## src/lfa_pkg.sv

```systemverilog
// lfa_pkg: shared constants for the lock and fuse self-access block
// assumes a single 40 MHz core clock; no register bus, control bits are ports
package lfa_pkg;

  // self_program_ctrl_reg field positions
  localparam int unsigned SPE_BIT = 0;
  localparam int unsigned LAS_BIT = 3;
  // arming pattern X0001001, bit 7 is don't care
  localparam logic [6:0] LOCK_ARM_PAT = 7'h09;

  // arming windows, in cycles after the control write
  localparam logic [2:0] LOAD_WIN = 3'h3;
  localparam logic [2:0] STORE_WIN = 3'h4;

  // pointer values selecting the readback source
  localparam logic [15:0] PTR_FUSE_LO = 16'h0000;
  localparam logic [15:0] PTR_LOCK = 16'h0001;
  localparam logic [15:0] PTR_FUSE_HI = 16'h0003;

  // working register field holding the four boot protection bits
  localparam int unsigned BPROT_LSB = 2;
  localparam int unsigned BPROT_W = 4;
  localparam logic [3:0] BPROT_ERASED = 4'hf;
  localparam logic [1:0] UNSPEC_TOP = 2'h3;

  // write time, figures as printed, and derived cycle counts
  localparam int unsigned CLK_PERIOD_NS = 25;
  localparam int unsigned PROG_MIN_NS = 3700000;
  localparam int unsigned PROG_MAX_NS = 4500000;
  localparam int unsigned PROG_MIN_CYC = (PROG_MIN_NS + CLK_PERIOD_NS - 1) / CLK_PERIOD_NS;
  localparam int unsigned PROG_MAX_CYC = PROG_MAX_NS / CLK_PERIOD_NS;
  localparam int unsigned PROG_CNT_W = 18;

endpackage

```

## src/lfa_arm_window.sv

```systemverilog
// lfa_arm_window: counts cycles since the arming write
// assumes start and stop are same-clock pulses from the control logic
`timescale 1ns/1ps
`default_nettype none
module lfa_arm_window
  import lfa_pkg::*;
(
  input wire logic sys_clk,
  input wire logic reset_n,
  input wire logic clk_en,
  input wire logic start,
  input wire logic stop,
  output logic load_ok,
  output logic store_ok,
  output logic expire
);

  logic running;
  logic [2:0] age;
  logic next_running;
  logic [2:0] next_age;

  always_comb begin
    next_running = running;
    next_age = age;
    if (start) begin
      next_running = 1'b1;
      next_age = 3'h0;
    end else if (stop || expire) begin
      next_running = 1'b0;
    end else if (running) begin
      next_age = age + 3'h1;
    end
  end

  always_ff @(posedge sys_clk or negedge reset_n) begin
    if (!reset_n) begin
      running <= 1'b0;
      age <= 3'h0;
    end else if (clk_en) begin
      running <= next_running;
      age <= next_age;
    end
  end

  // age 0 is the first cycle after the write
  assign load_ok = running && (age < LOAD_WIN);
  assign store_ok = running && (age < STORE_WIN);
  assign expire = running && (age == STORE_WIN - 3'h1);

endmodule
`default_nettype wire

```

## src/lfa_prog_timer.sv

```systemverilog
// lfa_prog_timer: times one protection-bit write
// assumes the cycle count stands for the oscillator-timed write interval
`timescale 1ns/1ps
`default_nettype none
module lfa_prog_timer
  import lfa_pkg::*;
#(
  parameter int unsigned CYCLES = PROG_MIN_CYC
) (
  input wire logic sys_clk,
  input wire logic reset_n,
  input wire logic clk_en,
  input wire logic start,
  output logic busy,
  output logic done
);

  // the count must fit the counter and be at least one cycle
  if (CYCLES < 1 || CYCLES > (2 ** PROG_CNT_W) - 1) begin : g_bad_cycles
    $error("CYCLES does not fit the counter");
  end

  logic [PROG_CNT_W-1:0] remain;
  logic [PROG_CNT_W-1:0] next_remain;

  always_comb begin
    next_remain = remain;
    if (start && !busy) begin
      next_remain = PROG_CNT_W'(CYCLES);
    end else if (busy) begin
      next_remain = remain - PROG_CNT_W'(1);
    end
  end

  always_ff @(posedge sys_clk or negedge reset_n) begin
    if (!reset_n) begin
      remain <= '0;
    end else if (clk_en) begin
      remain <= next_remain;
    end
  end

  assign busy = (remain != '0);
  assign done = (remain == PROG_CNT_W'(1));

endmodule
`default_nettype wire

```

## src/lfa_lock_fuse_access.sv

```systemverilog
// lfa_lock_fuse_access: armed store and load windows for protection and fuse bits
// assumes core strobes are single-cycle pulses on sys_clk; eeprom busy is same-clock
//
// Function
// - timely store programs each boot protection bit whose source bit is zero
// - pointer contents are ignored for a protection-bit write
// - program memory stays readable, fetch never stalls during protection write
// - eeprom write in progress blocks protection-bit writes
// - eeprom write in progress blocks fuse and protection readback
// - armed, pointer 0001, load within three cycles returns protection bits
// - readback puts boot bits at 5..2, general bits at 1..0
// - arming bits auto-clear on readback, or when windows expire
// - with arming bits clear, load reads program memory normally
// - armed, pointer 0000, timely load returns low fuse byte
// - armed, pointer 0003, timely load returns high fuse byte
// - programmed bits read zero, unprogrammed bits read one
// - interrupt enabled: level request while self-program enable is clear
// - protection write lasts PROG_CYCLES cycles, 3.7 ms by default; only the 4.5 ms upper limit is enforced
`timescale 1ns/1ps
`default_nettype none
module lfa_lock_fuse_access
  import lfa_pkg::*;
#(
  parameter int unsigned PROG_CYCLES = PROG_MIN_CYC,
  parameter logic [3:0] BPROT_INIT = BPROT_ERASED
) (
  input wire logic sys_clk,
  input wire logic reset_n,
  input wire logic clk_en,
  input wire logic ctrl_wr,
  input wire logic [7:0] ctrl_wdata,
  input wire logic store_prog,
  input wire logic load_prog,
  input wire logic [15:0] pointer,
  input wire logic [7:0] low_working_register,
  input wire logic eeprom_write_busy,
  input wire logic spm_int_en,
  input wire logic [1:0] general_prot,
  input wire logic [7:0] fuse_low_byte,
  input wire logic [7:0] fuse_high_byte,
  output logic [7:0] ctrl_rdata,
  output logic load_valid,
  output logic load_special,
  output logic [7:0] load_data,
  output logic prog_busy,
  output logic fetch_stall,
  output logic spm_irq,
  output logic [3:0] boot_prot
);

  // a longer write would break the documented upper limit, zero would never start the timer or apply the bits
  if (PROG_CYCLES < 1 || PROG_CYCLES > PROG_MAX_CYC) begin : g_bad_cycles
    $error("PROG_CYCLES out of range");
  end

  ////////////////////////////////////////////////////////////////////////////
  // window and write timers

  logic win_start;
  logic win_stop;
  logic load_ok;
  logic store_ok;
  logic expire;
  logic prog_start;
  logic tmr_busy;
  logic tmr_done;

  lfa_arm_window u_window (
    .sys_clk(sys_clk),
    .reset_n(reset_n),
    .clk_en(clk_en),
    .start(win_start),
    .stop(win_stop),
    .load_ok(load_ok),
    .store_ok(store_ok),
    .expire(expire)
  );

  lfa_prog_timer #(
    .CYCLES(PROG_CYCLES)
  ) u_timer (
    .sys_clk(sys_clk),
    .reset_n(reset_n),
    .clk_en(clk_en),
    .start(prog_start),
    .busy(tmr_busy),
    .done(tmr_done)
  );

  ////////////////////////////////////////////////////////////////////////////
  // control bits and the pending write pattern

  logic spe;
  logic las;
  logic [3:0] pend;
  logic [3:0] prot;
  logic next_spe;
  logic next_las;
  logic [3:0] next_pend;
  logic [3:0] next_prot;
  logic armed;
  logic take_store;
  logic take_load;

  assign armed = spe && las && !tmr_busy;
  assign take_store = armed && store_prog && store_ok;
  assign take_load = armed && load_prog && load_ok;

  always_comb begin
    next_spe = spe;
    next_las = las;
    next_pend = pend;
    next_prot = prot;
    win_start = 1'b0;
    win_stop = 1'b0;
    prog_start = 1'b0;
    if (tmr_busy) begin
      // enable stays up for the whole write; done drops it so the irq fires
      if (tmr_done) begin
        next_prot = prot & pend;
        next_spe = 1'b0;
        next_las = 1'b0;
      end
    end else if (ctrl_wr) begin
      next_spe = ctrl_wdata[SPE_BIT];
      next_las = ctrl_wdata[LAS_BIT];
      win_start = (ctrl_wdata[6:0] == LOCK_ARM_PAT);
    end else if (take_store) begin
      win_stop = 1'b1;
      if (eeprom_write_busy) begin
        next_spe = 1'b0;
        next_las = 1'b0;
      end else begin
        // the pointer is not looked at here
        next_pend = low_working_register[BPROT_LSB +: BPROT_W];
        prog_start = 1'b1;
      end
    end else if (take_load) begin
      win_stop = 1'b1;
      next_spe = 1'b0;
      next_las = 1'b0;
    end else if (armed && expire) begin
      next_spe = 1'b0;
      next_las = 1'b0;
    end
  end

  always_ff @(posedge sys_clk or negedge reset_n) begin
    if (!reset_n) begin
      spe <= 1'b0;
      las <= 1'b0;
      pend <= BPROT_ERASED;
      prot <= BPROT_INIT;
    end else if (clk_en) begin
      spe <= next_spe;
      las <= next_las;
      pend <= next_pend;
      prot <= next_prot;
    end
  end

  ////////////////////////////////////////////////////////////////////////////
  // readback path

  function automatic logic [8:0] pick_source(input logic [15:0] ptr, input logic [3:0] bp,
                                             input logic [1:0] gp, input logic [7:0] flo,
                                             input logic [7:0] fhi);
    logic [8:0] r;
    r = 9'h000;
    unique case (ptr)
      PTR_LOCK: r = {1'b1, UNSPEC_TOP, bp, gp};
      PTR_FUSE_LO: r = {1'b1, flo};
      PTR_FUSE_HI: r = {1'b1, fhi};
      default: r = 9'h000;
    endcase
    return r;
  endfunction

  logic [8:0] src;
  logic next_valid;
  logic next_special;
  logic [7:0] next_data;
  logic next_irq;
  logic next_busy;
  logic [7:0] next_rdata;

  assign src = pick_source(pointer, prot, general_prot, fuse_low_byte, fuse_high_byte);

  always_comb begin
    next_valid = load_prog;
    next_special = 1'b0;
    next_data = 8'h00;
    // unarmed or busy loads fall through to ordinary memory reads
    if (take_load && !eeprom_write_busy && src[8]) begin
      next_special = 1'b1;
      next_data = src[7:0];
    end
    next_irq = spm_int_en && !next_spe;
    next_rdata = 8'h00;
    next_rdata[SPE_BIT] = next_spe;
    next_rdata[LAS_BIT] = next_las;
    // busy falls on the edge that applies the bits, so it never outlasts the write
    next_busy = prog_start || (tmr_busy && !tmr_done);
  end

  always_ff @(posedge sys_clk or negedge reset_n) begin
    if (!reset_n) begin
      load_valid <= 1'b0;
      load_special <= 1'b0;
      load_data <= 8'h00;
      spm_irq <= 1'b0;
      ctrl_rdata <= 8'h00;
      prog_busy <= 1'b0;
      fetch_stall <= 1'b0;
      boot_prot <= BPROT_INIT;
    end else if (clk_en) begin
      load_valid <= next_valid;
      load_special <= next_special;
      load_data <= next_data;
      spm_irq <= next_irq;
      ctrl_rdata <= next_rdata;
      prog_busy <= next_busy;
      fetch_stall <= 1'b0; // protection writes never hold the fetch path
      boot_prot <= next_prot;
    end
  end

  ////////////////////////////////////////////////////////////////////////////
  // checks

  chk_store_blocked: assert property (@(posedge sys_clk) disable iff (!reset_n)
    clk_en && take_store && eeprom_write_busy |=> !prog_busy)
    else $error("store started while eeprom busy");

  chk_load_blocked: assert property (@(posedge sys_clk) disable iff (!reset_n)
    clk_en && load_prog && eeprom_write_busy |=> !load_special)
    else $error("readback during eeprom write");

  chk_lock_read: assert property (@(posedge sys_clk) disable iff (!reset_n)
    clk_en && take_load && !eeprom_write_busy && pointer == PTR_LOCK
    |=> load_special && load_data[5:0] == {$past(prot), $past(general_prot)})
    else $error("lock readback wrong");

  chk_fuse_low: assert property (@(posedge sys_clk) disable iff (!reset_n)
    clk_en && take_load && !eeprom_write_busy && pointer == PTR_FUSE_LO
    |=> load_special && load_data == $past(fuse_low_byte))
    else $error("low fuse readback wrong");

  chk_fuse_high: assert property (@(posedge sys_clk) disable iff (!reset_n)
    clk_en && take_load && !eeprom_write_busy && pointer == PTR_FUSE_HI
    |=> load_special && load_data == $past(fuse_high_byte))
    else $error("high fuse readback wrong");

  // a store in the last window cycle only shows busy one cycle later, so look there
  chk_arm_expire: assert property (@(posedge sys_clk) disable iff (!reset_n)
    clk_en && ctrl_wr && !tmr_busy && ctrl_wdata[6:0] == LOCK_ARM_PAT
    ##1 (clk_en && !ctrl_wr)[*4] ##1 !prog_busy |-> ctrl_rdata[0] == 1'b0)
    else $error("arming did not clear after window");

  chk_unarmed_load: assert property (@(posedge sys_clk) disable iff (!reset_n)
    clk_en && load_prog && !(spe && las) |=> load_valid && !load_special)
    else $error("unarmed load treated as special");

  chk_no_change: assert property (@(posedge sys_clk) disable iff (!reset_n)
    clk_en && !tmr_busy && !prog_start |=> boot_prot == $past(boot_prot))
    else $error("protection changed without write");

  chk_irq_level: assert property (@(posedge sys_clk) disable iff (!reset_n)
    clk_en && spm_int_en |=> spm_irq == !ctrl_rdata[SPE_BIT])
    else $error("irq missing while enable clear");

  chk_unarmed_store: assert property (@(posedge sys_clk) disable iff (!reset_n)
    clk_en && store_prog && !prog_busy && !(ctrl_rdata[SPE_BIT] && ctrl_rdata[LAS_BIT])
    |=> !prog_busy)
    else $error("unarmed store started a write");

  chk_busy_start: assert property (@(posedge sys_clk) disable iff (!reset_n)
    clk_en && take_store && !eeprom_write_busy |=> prog_busy && ctrl_rdata[SPE_BIT])
    else $error("accepted store did not start a write");

  // the enable bit must already be clear in the first cycle after busy drops
  chk_busy_end: assert property (@(posedge sys_clk) disable iff (!reset_n)
    clk_en && prog_busy ##1 !prog_busy |-> ctrl_rdata[SPE_BIT] == 1'b0)
    else $error("enable bit left set after write");

  chk_load_pulse: assert property (@(posedge sys_clk) disable iff (!reset_n)
    clk_en && load_prog |=> load_valid)
    else $error("load not answered next cycle");

  chk_top_bits: assert property (@(posedge sys_clk) disable iff (!reset_n)
    clk_en && take_load && !eeprom_write_busy && pointer == PTR_LOCK
    |=> load_data[7:6] == UNSPEC_TOP)
    else $error("lock readback top bits wrong");

  chk_no_stall: assert property (@(posedge sys_clk) disable iff (!reset_n)
    prog_busy |-> !fetch_stall)
    else $error("fetch stalled during write");

endmodule
`default_nettype wire

```

## config.mk

```make
export PLATFORM = sky130hd
export DESIGN_NAME = lfa_lock_fuse_access
export DESIGN_NICKNAME = d
export VERILOG_FILES = /design/src/lfa_pkg.sv /design/src/lfa_arm_window.sv /design/src/lfa_prog_timer.sv /design/src/lfa_lock_fuse_access.sv
export SDC_FILE = /design/constraint.sdc
export NUM_CORES = 1
export LEC_CHECK = 0
export ABC_CLOCK_PERIOD_IN_PS = 4000
export BUFFER_PORTS_ARGS = -buffer_cell sky130_fd_sc_hd__buf_2
export CAP_MARGIN = 20
export CORE_ASPECT_RATIO = 1.5
export CORE_MARGIN = 2
export CORE_UTILIZATION = 40
export DETAILED_ROUTE_END_ITERATION = 8
export PLACE_DENSITY = 0.77
export SKIP_LAST_GASP = 1
export SYNTH_ARGS = -nofsm -noshare
export SYNTH_HDL_FRONTEND = slang
export SYNTH_HIERARCHICAL = 1
export SYNTH_SLANG_ARGS = --single-unit
```

## constraint.sdc

```tcl
create_clock -name sys_clk -period 4 [get_ports sys_clk]
set_input_delay 0.4 -clock sys_clk [delete_from_list [all_inputs] [get_ports sys_clk]]
set_output_delay 0.4 -clock sys_clk [all_outputs]
set_load 0.01 [all_outputs]
```

==> key figures, run 1 <==
Clock tree
  – Post-CTS sizing: 0
  – Clock Tree Buf Depth: 2
  – Number of buffers created by CTS: 5
  – Postcts setup bufs: 0
  – Clk_lat worst skew: 0.29 ns
  – CTS tree: built
  – H-tree depth reported by CTS: 2
  – CTS hold repair buffers: 0
  – CTS sink cnt: 44
  – Clk slew on worst S/H paths: 0.08 ns
  – Clock Tree Root: clkbuf_8

Place
  – Placed cells: 385
  – Post-detail-place hpwl: 3970 um
  – Buffers on Ports: 70
  – Setup WS pre-CTS: 0.884 ns
  – Gp weighted congestion: 0.806

STA
  – Final worst path period share: 80.6%
  – FMAX: 310 MHz
  – RSZ-0062 raised after global routing: no
  – Fin Setup TNS: 0 ns
  – Hold Fails Final Rpt: 0
  – Slew Limit Headroom: 37.3%
  – Fin worst setup slack: 0.775 ns
  – Clock skew: 0.00271 ns
  – Final setup fails: 0
  – Fin crit period: 3.22 ns
  – Final Max Tran Viols: 0
  – Actual slew at the worst max-slew pin: 0.940 ns

Floorplanning
  – Initial core utilization: 41.3%
  – Core area: 6130 um^2
  – Die width: 69.0 um
  – Row count: 35
  – Chip Height: 101 um
  – I/O pin cnt: 83
  – Die footprint: 7000 um^2

Power and ir drop
  – Maximum VDD drop: 116 uV
  – Leakage: 1.38 nW
  – Overall Power: 1.09 mW
  – PwrDens: 364 nW/um^2

Routing
  – Routed Antenna Nets: 0
  – WL/cell: 13.2 um
  – TritonRoute pass-1 iters: 4
  – Routed wire length: 5200 um
  – DRC: 0
  – Mean number of vias per cell: 5.44
  – Total number of vias: 2136
  – Iteration-0 DRC Markers: 101

Global routing
  – GRT Resource Usage Total: 16.1%
  – GR peak layer: met2
  – M1 GR Usage: 16.1%
  – Largest net degree at the start of global routing: 45
  – GRT Residual Overflow: 0
  – First-pass GRT wire length: 8580 um
  – Vias in the first global route: 2018
  – Met3 Usage GRT: 3.11%
  – Initial antenna violation count: 0
  – Met2 Use GR: 29.5%

Synth
  – Main combinational cell family by area after synthesis: simple AND/OR/NAND/NOR gates
  – Synth Area in Simple Gates: 22.6%
  – Synth Area in XOR/XNOR: 2.08%
  – Synth Area in Compound Gates: 15.8%
  – Total of warnings raised by yosys: 6
  – Syn Inst Count: 252
  – Mean Syn Cell Area: 10.0 um^2
  – Top post-synthesis cells by area: dfrtp_1 (36%), dfstp_2 (8.3%), mux2_2 (4.9%), nand2_1 (2.8%), buf_4 (2.7%)
  – Async S/R FF share, synth: 100%
  – Dominant cell type by area after synthesis: dfrtp_1
  – Synth Area in Adders: 1.98%
  – Post-synth cell types: 59
  – Area fraction of the dominant cell type after synthesis: 35.6%
  – Area of the mapped netlist: 2530 um^2
  – Synthesized flop and latch total: 44
  – Main synth FF type: dfrtp_1
  – EDFF count, synth: 0
  – Register area share after synthesis: 43.9%
  – Mux contribution to synthesized area: 7.07%

Setup path
  – CP Class: register to register
  – Crit path max fanout: 13
  – R2R Setup Slk: 0.78 ns
  – Worst Setup End Kind: register
  – CP arrival: 3.44 ns
  – Crit path max-delay cell type: nor4_1
  – Critical Path Source: u_timer/remain[11]
  – Critical path required time: 4.22 ns
  – Critical path's top delay family: simple AND/OR/NAND/NOR gates
  – CP Cell Sequence: nor4_1, and3_1, nand3_2, and3b_1, nand3_1, a21boi_0, and4bb_4, mux2_4, o22ai_1
  – Buf/Inv on CP: 0
  – Reg2Reg Depth: 9
  – CP startpoint kind: register
  – RR Startpoint: u_timer/remain[11]
  – Crit-path max cell delay: 0.52 ns
  – FF-to-FF End: u_window/age[2]

Cells and area
  – Layout cells sized above 1: 34.5%
  – Utilization after layout: 48.9%
  – Area added between synthesis and finish: 18.4%
  – Most frequent cells in the layout: buf_2 (70), dfrtp_1 (36), nand2_1 (19)
  – Antenna cells: 0
  – Nets@finish: 380
  – Commonest non-fill, non-tap cell in the layout: buf_2
  – Non-Filler Instances: 393

Run status
  – Outcome: complete, no violations

Job
  – Max-cap viol count: 0

Hold path
  – HP Class: primary input to asynchronous set/reset pin
## sequential cells by signal, summed over array words and instances, names as in the netlist, 3 cells and up
register / flops
pend: 4
load_data: 8
boot_prot: 4
u_window/age: 3
u_timer/remain: 18
## kinds of logic after synthesis
family | Yosys count
AOI/OAI and AO/OA | 57
muxes | 16
DFF | 44
xor gates and xnor gates | 6
adders and majority gates | 4
buffers and inverters | 32
other | 1
and+or+nand+nor | 92
## area by class of cell
cell class | count | area (um^2)
multi-input combinational | 182 | 1280
fill | 603 | 3130
timing repair buffer | 70 | 350
sequential | 44 | 1110
inverter | 15 | 56.3
tap | 74 | 92.6
clock buffer | 6 | 72.6
clock inverter | 2 | 35.0
## per-layer routing
layer | routed length [um] | up-vias
li1 | - | 1036
met2 | 2760 | 79
met1 | 1980 | 1010
met3 | 316 | 11
met5 | 0 | -
met4 | 142 | 0
## power by group
group	internal [mW]	switching (mW)	total (mW)
clock	0.185	0.144	0.329
combinational	0.0976	0.114	0.211
sequential	0.495	0.0574	0.552
## stage by stage
| step | cell area [um^2] | hold slack, ns |
|---|---|---|
| global placement | 2890 | 0.454 |
| finish | 3000 | 0.240 |
| global route | 3000 | 0.319 |
| CTS | 3000 | 0.284 |
| floorplan | 2550 | 0.104 |
| detailed placement | 2890 | 0.458 |
## Yosys cell counts (all sizes together) (2+ instances only)
cell type	n
nand3	8
o22ai	12
dfstp	8
a21o	3
dfrtp	36
nand2b	4
nor3	9
a21oi	6
a22o	2
o21a	5
a21boi	2
buf	12
o31ai	2
nor2	14
inv	15
or3	5
or4	2
nand2	19
clkbuf	5
xor2	4
and3	4
nor4	8
mux2	12
o21ai	8
nand3b	3
ha	4
nor2b	6
a22oi	7
xnor2	2
mux2i	4
o211ai	2
nand4b	3
## how the worst max path moves through the flow
stage                      endpoint  slack [ns]  depth (start not counted)
global route        u_window/age[2]        0.51                          9
floorplan           u_window/age[2]        1.22                         11
global placement    u_window/age[2]        0.91                          9
CTS                 u_window/age[2]        0.80                          9
detailed placement  u_window/age[2]        0.88                          9
finish              u_window/age[2]        0.78                          9
(Power assumes the default switching activity.)
==> inputs of run 2 (changes only) <==
ABC_CLOCK_PERIOD_IN_PS = 2600   (was 4000)
PLACE_DENSITY = 0.79   (was 0.77)
clock period = 2.6 ns   (was 4 ns; I/O delays follow)
==> key figures, run 2 (synthesized netlist as in run 1, its figures left out) <==
Run status
  – Outcome: complete, no violations

Setup path
  – Worst Setup End Kind: register
  – Crit path max fanout: 5
  – CP Class: register to register
  – Reg2Reg Depth: 9
  – Critical path required time: 2.82 ns
  – CP startpoint kind: register
  – CP arrival: 2.71 ns

Power and ir drop
  – Overall Power: 1.76 mW
  – Maximum VDD drop: 281 uV
  – PwrDens: 561 nW/um^2
  – Leakage: 1.44 nW

Global routing
  – GRT Residual Overflow: 0
  – Largest net degree at the start of global routing: 45
  – Initial antenna violation count: 0
  – First-pass GRT wire length: 9820 um
  – Vias in the first global route: 2283
  – GRT Resource Usage Total: 18.4%

Clock tree
  – Number of buffers created by CTS: 5
  – H-tree depth reported by CTS: 2
  – CTS tree: built
  – Clock Tree Root: clkbuf_8
  – CTS hold repair buffers: 0
  – Clk_lat worst skew: 0.29 ns
  – Postcts setup bufs: 0
  – Post-CTS sizing: 0
  – Clock Tree Buf Depth: 2
  – CTS sink cnt: 44
  – Clk slew on worst S/H paths: 0.08 ns

STA
  – Hold_ws: 0.109 ns
  – Clock skew: 0.00289 ns
  – Actual slew at the worst max-slew pin: 0.963 ns
  – Fin Setup TNS: 0 ns
  – FMAX: 402 MHz
  – Final worst path period share: 95.7%
  – Final setup fails: 0
  – Slew Limit Headroom: 35.8%
  – Final Max Tran Viols: 0
  – RSZ-0062 raised after global routing: no
  – Hold Fails Final Rpt: 0
  – Fin crit period: 2.49 ns

Floorplanning
  – Row count: 35
  – Die width: 69.0 um
  – I/O pin cnt: 83
  – Chip Height: 101 um
  – Core area: 6130 um^2
  – Die footprint: 7000 um^2
  – Initial core utilization: 41.3%

Routing
  – TritonRoute pass-1 iters: 4
  – Routed Antenna Nets: 0
  – Total number of vias: 2233
  – Iteration-0 DRC Markers: 97
  – Mean number of vias per cell: 5.50
  – DRC: 0
  – WL/cell: 14.4 um
  – Routed wire length: 5860 um

Cells and area
  – Non-Filler Instances: 406
  – Number of flip-flops in the largest register: 18
  – Antenna cells: 0
  – Top reg by flops: u_timer/remain
  – Layout cells sized above 1: 38.6%
  – Most frequent cells in the layout: buf_2 (70), dfrtp_1 (36), nand2_1 (19)
  – Largest regs: u_timer/remain x18, load_data x8
  – Commonest non-fill, non-tap cell in the layout: buf_2
  – Nets@finish: 393
  – Cell area after layout: 3140 um^2
  – Area added between synthesis and finish: 24.1%

Place
  – Buffers on Ports: 70
  – Placed cell area: 3020 um^2
  – Placed cells: 398
  – Gp weighted congestion: 0.813
  – Post-detail-place hpwl: 4390 um

Job
  – Max-cap viol count: 0

Hold path
  – HP Class: primary input to asynchronous set/reset pin
-- run 2: changes by cell type in the layout (fill, tap and decap cells not counted), sizes merged --
cell	before	now
buf	70	83
-- run 2: worst max-delay path, stage by stage, from the launching register on --
cell and delay [ns]:
dfrtp_1 0.41, or3_1 0.44, nor2_4 0.18, nand3_2 0.12, and3b_1 0.25, nand3_1 0.14
a21boi_2 0.18, and4bb_4 0.26, mux2_4 0.30, o22ai_1 0.12
-- run 2: cell type report --
class | count | area, um^2
Timing Repair Buffer | 83 | 448
Inverter | 15 | 56.3
Clock buffer | 6 | 72.6
Sequential cell | 44 | 1110
Clock inverter | 2 | 35.0
Tap cell | 74 | 92.6
Fill cell | 568 | 2990
Multi-Input combinational cell | 182 | 1330
-- run 2: routing by layer --
metal	part of all wire, %	global-route usage (%)	vias to the layer above
met5	0	0	-
met4	1.7	6.64	0
met3	5.6	4.00	10
met1	37	17.7	1090
li1	-	-	1065
met2	56	36.2	68
-- run 2: power breakdown --
group / switching (mW) / total [mW] / internal [mW]
Combinational: 0.215 / 0.409 / 0.194
Sequential: 0.0820 / 0.843 / 0.761
Clock: 0.224 / 0.509 / 0.285
-- run 2: final timing paths --
check                                         from         endpoint  slack [ns]
max                              u_timer/remain[6]  u_window/age[2]        0.11
min                                        reset_n       load_valid        0.11
max reg2reg                      u_timer/remain[6]  u_window/age[2]        0.11
min reg2reg                           boot_prot[2]     boot_prot[2]        0.47
max in group asynchronous                  reset_n     load_data[7]        1.88
min in group sys_clk       low_working_register[2]          pend[0]        0.19
-- run 2: stage by stage --
step	util (%)	setup slack, ns
finish	51.2	0.113
global route	51.2	0.00602
CTS	51.0	0.00805
detailed placement	49.2	0.125
global placement	49.2	0.148
floorplan	-	0.00998
